### src/timing_pins_pkg.sv
// Shared constants and carrier types for the timing-signal pin block.
package timing_pins_pkg;

	// ************************************************************
	// Pin counts and fixed pin roles
	// ************************************************************
	localparam int PIN_COUNT = 10;
	localparam int SEL_WIDTH = 4;
	localparam int DIO_COUNT = 8;
	localparam int PIN_ACQ_START = 0;
	localparam int PIN_POST_TRIG = 1;
	localparam int PIN_CONVERT = 2;
	localparam int PIN_CTR1_SOURCE = 3;
	localparam int PIN_CTR1_GATE = 4;
	localparam int PIN_UPDATE = 5;
	localparam int PIN_WAVE_START = 6;
	localparam int PIN_SCAN_START = 7;
	localparam int PIN_CTR0_SOURCE = 8;
	localparam int PIN_CTR0_GATE = 9;
	localparam int DIO_CTR0_DIR = 6;
	localparam int DIO_CTR1_DIR = 7;
	localparam int TIMING_INPUTS = 13;

	// ************************************************************
	// Reset values
	// ************************************************************
	localparam logic [PIN_COUNT-1:0] PIN_OE_N_RESET = 10'h3ff;
	localparam logic [DIO_COUNT-1:0] DIO_OE_N_RESET = 8'hff;
	localparam logic STROBE_IDLE = 1'b1;

	// Internal events from the acquisition, output and counter sections.
	typedef struct packed {
		logic conversion;
		logic acq_start;
		logic post_start;
		logic ao_update;
		logic wave_start;
		logic scan_start;
		logic ctr0_source;
		logic ctr0_gate;
		logic ctr1_source;
		logic ctr1_gate;
		logic ctr0_out;
		logic ctr1_out;
		logic freq_generator_output;
	} timing_events_t;

	// Software configuration levels.
	typedef struct packed {
		logic scan_mode;
		logic pretrigger;
		logic soft_strobe;
		logic analog_trig_from_pin;
		logic [PIN_COUNT-1:0] pin_out_enable;
		logic [DIO_COUNT-1:0] dio_out_enable;
		logic [DIO_COUNT-1:0] dio_out_value;
	} pin_config_t;

	typedef logic [SEL_WIDTH-1:0] pin_sel_t;

	// Register image of the whole block.
	typedef struct packed {
		logic [PIN_COUNT-1:0] pin_sync1;
		logic [PIN_COUNT-1:0] pin_sync2;
		logic [DIO_COUNT-1:0] dio_sync1;
		logic [DIO_COUNT-1:0] dio_sync2;
		logic [PIN_COUNT-1:0] pin_out;
		logic [PIN_COUNT-1:0] pin_oe_n;
		logic [DIO_COUNT-1:0] dio_out;
		logic [DIO_COUNT-1:0] dio_oe_n;
		logic [TIMING_INPUTS-1:0] timing_in;
		logic analog_trig;
		logic scan_pulse;
		logic strobe;
		logic ctr0_out;
		logic ctr1_out;
		logic freq_generator_output;
		logic ctr0_up;
		logic ctr1_up;
	} pin_state_t;

endpackage

### src/timing_signal_pin_outputs.sv
// Connector-facing routing of timing signals onto programmable and dedicated pins.

// How it works
// - Scan conversion pulse fires once per conversion while scan mode is enabled.
// - Scan conversion pulse rises when the conversion event is seen, input may change.
// - Soft strobe output level follows a software-written level.
// - Pin 0 input feeds the timing selectors or the analog trigger source.
// - Pin 0 acquisition start mark rises when the acquisition sequence begins.
// - In pretrigger mode the acquisition start mark rises as pretrigger conversions begin.
// - Pin 1 post-trigger mark rises at posttrigger start, held low without pretrigger.
// - Pin 2 conversion strobe falls once per conversion.
// - Pins 3 and 8 mirror counter 1 and counter 0 selected sources.
// - Pins 4 and 9 mirror counter 1 and counter 0 selected gates.
// - Dedicated outputs follow counter 1 and counter 0 outputs.
// - Pin 5 update strobe falls once per primary analog output update.
// - Pin 6 waveform start mark rises when waveform generation begins.
// - Pin 7 scan start mark pulses high once at each scan start.
// - Dedicated frequency pin follows the frequency generator output.
// - Digital lines 6 and 7 steer count direction of counters 0 and 1.
// - Any pin may source any timing input; pins can be shared.
// - Each pin has its own software output enable for its designated signal.
// - All eight digital lines float after reset until software sets direction.
module timing_signal_pin_outputs
(
	input wire logic ref_clk_i,
	input wire logic rst_i,
	input wire logic clk_en_i,
	input wire timing_pins_pkg::timing_events_t events_i,
	input wire timing_pins_pkg::pin_config_t config_i,
	input wire timing_pins_pkg::pin_sel_t [timing_pins_pkg::TIMING_INPUTS-1:0] timing_sel_i,
	input wire logic [timing_pins_pkg::PIN_COUNT-1:0] pin_in_i,
	output logic [timing_pins_pkg::PIN_COUNT-1:0] pin_out_o,
	output logic [timing_pins_pkg::PIN_COUNT-1:0] pin_oe_n_o,
	input wire logic [timing_pins_pkg::DIO_COUNT-1:0] dio_in_i,
	output logic [timing_pins_pkg::DIO_COUNT-1:0] dio_out_o,
	output logic [timing_pins_pkg::DIO_COUNT-1:0] dio_oe_n_o,
	output logic [timing_pins_pkg::TIMING_INPUTS-1:0] timing_in_o,
	output logic analog_trig_o,
	output logic scan_conversion_pulse_o,
	output logic soft_strobe_out_o,
	output logic counter0_output_o,
	output logic counter1_output_o,
	output logic freq_generator_output_o,
	output logic counter0_count_up_o,
	output logic counter1_count_up_o
);

	// Whole state of the block, its next value and its value under reset.
	timing_pins_pkg::pin_state_t state;
	timing_pins_pkg::pin_state_t next_state;
	timing_pins_pkg::pin_state_t reset_state;
	logic [timing_pins_pkg::PIN_COUNT-1:0] pin_level;
	logic [timing_pins_pkg::DIO_COUNT-1:0] dio_level;
	logic [timing_pins_pkg::PIN_COUNT-1:0] designated;
	logic [timing_pins_pkg::TIMING_INPUTS-1:0] routed;
	logic post_mark_allowed;
	logic conversion_seen;
	logic update_seen;

	// ************************************************************
	// Synchronised pin views
	// ************************************************************
	// Only the second synchroniser stage is read by logic; the first may still be settling.
	assign pin_level = state.pin_sync2;
	assign dio_level = state.dio_sync2;

	// ************************************************************
	// Event qualifiers
	// ************************************************************
	// The post-trigger mark has no meaning without a pretrigger phase.
	assign post_mark_allowed = config_i.pretrigger;
	// The event pulses come from logic on this clock and need no synchroniser.
	assign conversion_seen = events_i.conversion;
	assign update_seen = events_i.ao_update;

	// ************************************************************
	// Designated internal signal per programmable pin
	// ************************************************************
	// Each pin carries one fixed internal signal; the loop picks it by pin index.
	for (genvar p = 0; p < timing_pins_pkg::PIN_COUNT; p++)
	begin : g_designate
		always_comb
		begin
			designated[p] = 1'b0;
			case (p)
				timing_pins_pkg::PIN_ACQ_START:
				begin
					designated[p] = events_i.acq_start;
				end
				timing_pins_pkg::PIN_POST_TRIG:
				begin
					designated[p] = events_i.post_start & post_mark_allowed;
				end
				// Active-low strobes rest high and drop for the event cycle.
				timing_pins_pkg::PIN_CONVERT:
				begin
					designated[p] = ~conversion_seen;
				end
				// Counter mirrors show the source and gate actually selected.
				timing_pins_pkg::PIN_CTR1_SOURCE:
				begin
					designated[p] = events_i.ctr1_source;
				end
				timing_pins_pkg::PIN_CTR1_GATE:
				begin
					designated[p] = events_i.ctr1_gate;
				end
				timing_pins_pkg::PIN_UPDATE:
				begin
					designated[p] = ~update_seen;
				end
				timing_pins_pkg::PIN_WAVE_START:
				begin
					designated[p] = events_i.wave_start;
				end
				timing_pins_pkg::PIN_SCAN_START:
				begin
					designated[p] = events_i.scan_start;
				end
				timing_pins_pkg::PIN_CTR0_SOURCE:
				begin
					designated[p] = events_i.ctr0_source;
				end
				timing_pins_pkg::PIN_CTR0_GATE:
				begin
					designated[p] = events_i.ctr0_gate;
				end
				default:
				begin
					designated[p] = 1'b0;
				end
			endcase
		end
	end

	// ************************************************************
	// Input selection: each timing input picks any synchronised pin
	// ************************************************************
	// Codes above the last pin give a steady low rather than an unknown.
	for (genvar g = 0; g < timing_pins_pkg::TIMING_INPUTS; g++)
	begin : g_route
		always_comb
		begin
			routed[g] = 1'b0;
			case (timing_sel_i[g])
				4'h0:
				begin
					routed[g] = pin_level[0];
				end
				4'h1:
				begin
					routed[g] = pin_level[1];
				end
				4'h2:
				begin
					routed[g] = pin_level[2];
				end
				4'h3:
				begin
					routed[g] = pin_level[3];
				end
				4'h4:
				begin
					routed[g] = pin_level[4];
				end
				4'h5:
				begin
					routed[g] = pin_level[5];
				end
				4'h6:
				begin
					routed[g] = pin_level[6];
				end
				4'h7:
				begin
					routed[g] = pin_level[7];
				end
				4'h8:
				begin
					routed[g] = pin_level[8];
				end
				4'h9:
				begin
					routed[g] = pin_level[9];
				end
				default:
				begin
					routed[g] = 1'b0;
				end
			endcase
		end
	end

	// ************************************************************
	// Next state
	// ************************************************************
	always_comb
	begin
		next_state = state;

		// Two-stage synchronisers on every connector input.
		next_state.pin_sync1 = pin_in_i;
		next_state.pin_sync2 = state.pin_sync1;
		next_state.dio_sync1 = dio_in_i;
		next_state.dio_sync2 = state.dio_sync1;

		// Pin drive values and their active-low enables.
		next_state.pin_out = designated;
		next_state.pin_oe_n = ~config_i.pin_out_enable;
		next_state.dio_out = config_i.dio_out_value;
		next_state.dio_oe_n = ~config_i.dio_out_enable;

		// The analog trigger source sees pin 0 only when software selects it.
		next_state.timing_in = routed;
		next_state.analog_trig = config_i.analog_trig_from_pin
			& pin_level[timing_pins_pkg::PIN_ACQ_START];

		// Dedicated outputs.
		next_state.scan_pulse = config_i.scan_mode & conversion_seen;
		next_state.strobe = config_i.soft_strobe;
		next_state.ctr0_out = events_i.ctr0_out;
		next_state.ctr1_out = events_i.ctr1_out;
		next_state.freq_generator_output = events_i.freq_generator_output;

		// Count direction from digital lines 6 and 7.
		next_state.ctr0_up = dio_level[timing_pins_pkg::DIO_CTR0_DIR];
		next_state.ctr1_up = dio_level[timing_pins_pkg::DIO_CTR1_DIR];
	end

	// ************************************************************
	// Reset image
	// ************************************************************
	// Strobes reset to their idle high level, so that leaving reset
	// shows no false edge on the connector.
	always_comb
	begin
		// Synchronisers start clear.
		reset_state.pin_sync1 = '0;
		reset_state.pin_sync2 = '0;
		reset_state.dio_sync1 = '0;
		reset_state.dio_sync2 = '0;

		// Every pin and digital line is released.
		reset_state.pin_out = '0;
		reset_state.pin_out[timing_pins_pkg::PIN_CONVERT] = timing_pins_pkg::STROBE_IDLE;
		reset_state.pin_out[timing_pins_pkg::PIN_UPDATE] = timing_pins_pkg::STROBE_IDLE;
		reset_state.pin_oe_n = timing_pins_pkg::PIN_OE_N_RESET;
		reset_state.dio_out = '0;
		reset_state.dio_oe_n = timing_pins_pkg::DIO_OE_N_RESET;
		reset_state.timing_in = '0;

		// Dedicated outputs.
		reset_state.analog_trig = 1'b0;
		reset_state.scan_pulse = 1'b0;
		reset_state.strobe = timing_pins_pkg::STROBE_IDLE;
		reset_state.ctr0_out = 1'b0;
		reset_state.ctr1_out = 1'b0;
		reset_state.freq_generator_output = 1'b0;
		reset_state.ctr0_up = 1'b0;
		reset_state.ctr1_up = 1'b0;
	end

	// ************************************************************
	// State register
	// ************************************************************
	// Reset wins over the clock enable, so a frozen block still resets.
	always_ff @(posedge ref_clk_i)
	begin
		if (rst_i)
		begin
			state <= reset_state;
		end
		else if (clk_en_i)
		begin
			state <= next_state;
		end
	end

	// ************************************************************
	// Outputs
	// ************************************************************
	// Programmable pins.
	assign pin_out_o = state.pin_out;
	assign pin_oe_n_o = state.pin_oe_n;
	// Digital lines.
	assign dio_out_o = state.dio_out;
	assign dio_oe_n_o = state.dio_oe_n;
	// Routed inputs.
	assign timing_in_o = state.timing_in;
	assign analog_trig_o = state.analog_trig;
	// Dedicated outputs.
	assign scan_conversion_pulse_o = state.scan_pulse;
	assign soft_strobe_out_o = state.strobe;
	assign counter0_output_o = state.ctr0_out;
	assign counter1_output_o = state.ctr1_out;
	assign freq_generator_output_o = state.freq_generator_output;
	assign counter0_count_up_o = state.ctr0_up;
	assign counter1_count_up_o = state.ctr1_up;

endmodule

### config.mk
export PLATFORM = sky130hd
export DESIGN_NAME = timing_signal_pin_outputs
export DESIGN_NICKNAME = d
export VERILOG_FILES = /design/src/timing_pins_pkg.sv /design/src/timing_signal_pin_outputs.sv
export SDC_FILE = /design/constraint.sdc
export NUM_CORES = 1
export LEC_CHECK = 0
export BUFFER_PORTS_ARGS = -buffer_cell sky130_fd_sc_hd__buf_2
export CAP_MARGIN = 20
export CORE_ASPECT_RATIO = 0.5
export CORE_MARGIN = 5
export CORE_UTILIZATION = 49
export DETAILED_ROUTE_END_ITERATION = 10
export PLACE_DENSITY_LB_ADDON = 0.1
export SYNTH_ARGS = -nofsm -noshare
export SYNTH_HDL_FRONTEND = slang
export SYNTH_SLANG_ARGS = --single-unit
### constraint.sdc
create_clock -name ref_clk_i -period 3.3 [get_ports ref_clk_i]
set_input_delay 0.495 -clock ref_clk_i [delete_from_list [all_inputs] [get_ports ref_clk_i]]
set_output_delay 0.495 -clock ref_clk_i [all_outputs]
set_load 0.03 [all_outputs]
Word level (Yosys, flattened, before mapping)
Cells that the tools add are included. Widths: inputs -> output; s select.

Flip-flop bits (word level): 93. Input bits: 116. Output and inout port bits: 57. Word-level logic and storage cells: 167.

Equality and inequality tests: 117. Muxes and demuxes: 13. Bitwise logic cells: 7. Reduce and logical (&&, ||, !) cells: 13.

Operators by type and width (number): $eq 4x3->1 const B (52); $pmux 1 s10 (13); $eq 4x2->1 const B (26); $eq 4x4->1 const B (26); $eq 4x1->1 const B (13); $logic_not 4->1 (13); $not 10->10 (1); $not 8->8 (1); $and 1x1->1 (3); $not 1->1 (2).

Logic depth before layout (Yosys ltp)
Depth in word-level cells: 2. Depth in mapped cells: 5.

Worst setup path before layout
OpenSTA, ideal clock, no wires.

Kind: in2reg. Start: input rst_i. End: register state (netlist bit timing_in_o[10]). Setup time: 0.092 ns. Arrival: 1.261 ns. Slack: 1.947 ns. Stages: 4. Buffers on the path: 2. Path through: buf_2 -> nand2b_1 -> clkbuf_1 -> o32ai_1.

RTL lines: start: declaration (line timing_signal_pin_outputs.sv:26) `input wire logic rst_i,`; end signal: assignment (line timing_signal_pin_outputs.sv:271) `state <= reset_state;`; end signal: assignment (line timing_signal_pin_outputs.sv:275) `state <= next_state;`; end: declaration (line timing_signal_pin_outputs.sv:49) `timing_pins_pkg::pin_state_t state;`.

==> results.cfg <==
[status]
outcome = complete, no violations

[power]
p_clk_frac = 0.409
power_density_nw_per_um2 = 472
p_switching_uw = 666
leakagePower_nw = 2.50
p_int_mw = 1.81
swShare = 0.269
seq_power_share = 0.432
comb_power_share = 0.159
vdd_drop_max_mv = 0.262

[final_layout]
fillers = 750
design_area_um2 = 5240
nets = 694
area.sequential_um2 = 1620
stdcell_count = 695
diodes = 0
multiInputGateArea_um2 = 2220
area_growth_pct = 26.6
drive_gt1_frac = 0.350

[timing]
maxSlewViolCount = 0
finalSetupViolations = 0
slew_headroom = 0.473
min_period_over_period = 0.470
min_period_ns = 1.55
tns_ns = 0
layout_setup_ws_ns = 1.75
final-hold-violation-count = 0
rsz0062_at_grt = false
max_freq_mhz = 645
worst_pin_slew_ns = 0.790
skew_ns = 0.00933

[setup_path]
crit_type = input port to flop
crit_chain = buf_4, buf_4, mux2i_1, nor2_1
cp_slowest_cell = buf_4
cp-end-kind = flop
cp.arrival_ns = 1.74
path_max_fanout = 50
max_stage_delay_ns = 0.52
worst_ep_required_time_ns = 3.49
cpMostUsedCell = buf_4
critical_path.startpoint_type = input port

[global_routing]
antenna_found_initial = 0
grt_pass1_wl_um = 17700
grt_usage = 0.208
overflow = 0
grt_max_degree = 82
grt_pass1_vias = 3641

[placed_design]
dp_cells = 679
dpl_cell_area_um2 = 4930
place_congestion = 0.765
place_hpwl_um = 7410
dp_slack_ns = 1.38
io_buffers = 166

[die]
start_util = 0.510
io_pins = 173
coreArea_um2 = 8120
row_count = 23
dieHeight_um = 75.0
die_x_um = 140
dieArea_um2 = 10500

[logic_synthesis]
yosys_register_bits = 81
syn_area_per_cell_um2 = 9.60
synthFlopType = dfxtp_1
async_flop_share = 0
synth_area_leader_cell = dfxtp_1
synth_edf_count = 0
yosysSeqAreaShare = 0.392
mappedNetlistArea_um2 = 4140
syn-num-nets = 547
syn_inst = 431
yosysUniqueCellTypes = 25
ys_warn_count = 0
synth_top_cell_area_share = 0.392
synth_area_leaders = dfxtp_1, mux2i_1, mux4_2, nand2b_1, nor2_1

[routing]
firstDrtPassIters = 4
viasPerCell = 5.24
wl_per_cell_um = 15.5
postRouteAntennaNets = 0
dr.first_iter.drc_count = 188
dr_total_vias = 3644
drc = 0
wirelength_um = 10700

[clock_tree]
clock_path_buffers = 2
ctsHoldBuffers = 0
htreeDepth = 3
clock_latency_ns = 0.33
ctsResizeCount = 0
cts-root-buf = clkbuf_16
cts_tree = yes
clock_sinks = 81
clk_pin_slew_worst_paths_ns = 0.06
cts-buffers-inserted = 9
cts_setup_buffers = 0

[flow_run]
cap_violations = 0

[worst_hold_path]
holdCritPathClass = input port to flop
## stage by stage
stage	utilization	hold slack, ns	total power, mW
after floorplan	-	0.460	1.33
after global placement	0.608	0.455	1.48
after detailed placement	0.608	0.457	1.48
after CTS	0.645	0.371	2.50
after global routing	0.645	0.378	2.58
final	0.645	0.380	2.47
## kinds of logic (layout without fill, tap and decap cells)
group,Yosys count,count (layout),synth area share
buf+inv,58,210,0.0714
mux,97,97,0.271
simple gates,117,117,0.133
flops,81,81,0.392
compound gates,78,78,0.133
## synth_stat cells (12+ instances only)
cell type	number
o32ai_1	13
nand2_1	20
mux2i_1	85
dfxtp_1	81
clkbuf_1	14
mux4_2	12
o21ai_0	31
inv_1	25
nand2b_1	36
a22oi_1	13
nor2_1	45
nor3_1	12
## layout make-up
class | instances | area share
clock buffer | 11 | 0.0463
clock inverter | 5 | 0.0119
inverter | 25 | 0.0179
multi-input combinational | 292 | 0.424
sequential | 81 | 0.310
tap | 112 | 0.0268
timing repair buffer | 169 | 0.163
## flip-flops by register name, indices dropped and copies added (netlist names)
| name | cells |
|---|---|
| scan_conversion_pulse_o | 1 |
| pin_out_o | 10 |
| freq_generator_output_o | 1 |
| analog_trig_o | 1 |
| counter0_count_up_o | 1 |
| counter1_output_o | 1 |
| soft_strobe_out_o | 1 |
| counter0_output_o | 1 |
| dio_out_o | 8 |
| pin_oe_n_o | 10 |
| counter1_count_up_o | 1 |
| dio_level | 2 |
| timing_in_o | 13 |
| next_state | 12 |
| pin_level | 10 |
| dio_oe_n_o | 8 |
## power groups by stage
stage | sequential, mW | combinational (mW) | clock (mW)
final | 1.07 | 0.393 | 1.01
after global routing | 1.08 | 0.433 | 1.07
after CTS | 1.07 | 0.397 | 1.04
after detailed placement | 1.09 | 0.396 | 0
after global placement | 1.09 | 0.390 | 0
after floorplan | 1.14 | 0.191 | 0
## path summary, 6_finish.rpt
path,startpoint,cells past startpoint,endpoint,slack (ns)
hold / removal,config_i[27],2,soft_strobe_out_o,0.38
hold reg to reg,pin_out_o[1],2,pin_out_o[1],0.46
setup / recovery,clk_en_i,4,dio_out_o[6],1.75
setup reg to reg,pin_level[5],4,timing_in_o[11],1.75
## routing by layer
metal | routed length, um | share of wire | GRT usage | vias to the layer above
li1 | - | - | - | 1815
met1 | 4760 | 0.44 | 0.258 | 1684
met2 | 4760 | 0.44 | 0.343 | 137
met3 | 1140 | 0.11 | 0.0882 | 8
met4 | 81 | 0.0075 | 0.0559 | 0
met5 | 0 | 0 | 0 | -
## worst max-delay path, delay by kind of cell
kind | cells | cell delay, ns
AND/OR/NAND/NOR | 1 | 0.05
multiplexers | 1 | 0.26
buffers and inverters | 2 | 0.89
## placed cells by master, fill, tap and decap left out, types with 3 or more instances in the layout
master and instances:
o21ai_0 31, o22ai_1 4, buf_4 4, mux2i_1 85, nand2_1 20, nor3_1 12, inv_1 25, mux4_2 12
clkbuf_16 9, nor2_1 45, nand3_1 3, buf_2 165, a21oi_1 3, dfxtp_1 81, a22oi_1 13, o32ai_1 13
o22ai_2 8, nand2b_1 36
No activity file was read; power rests on OpenSTA's default activity.
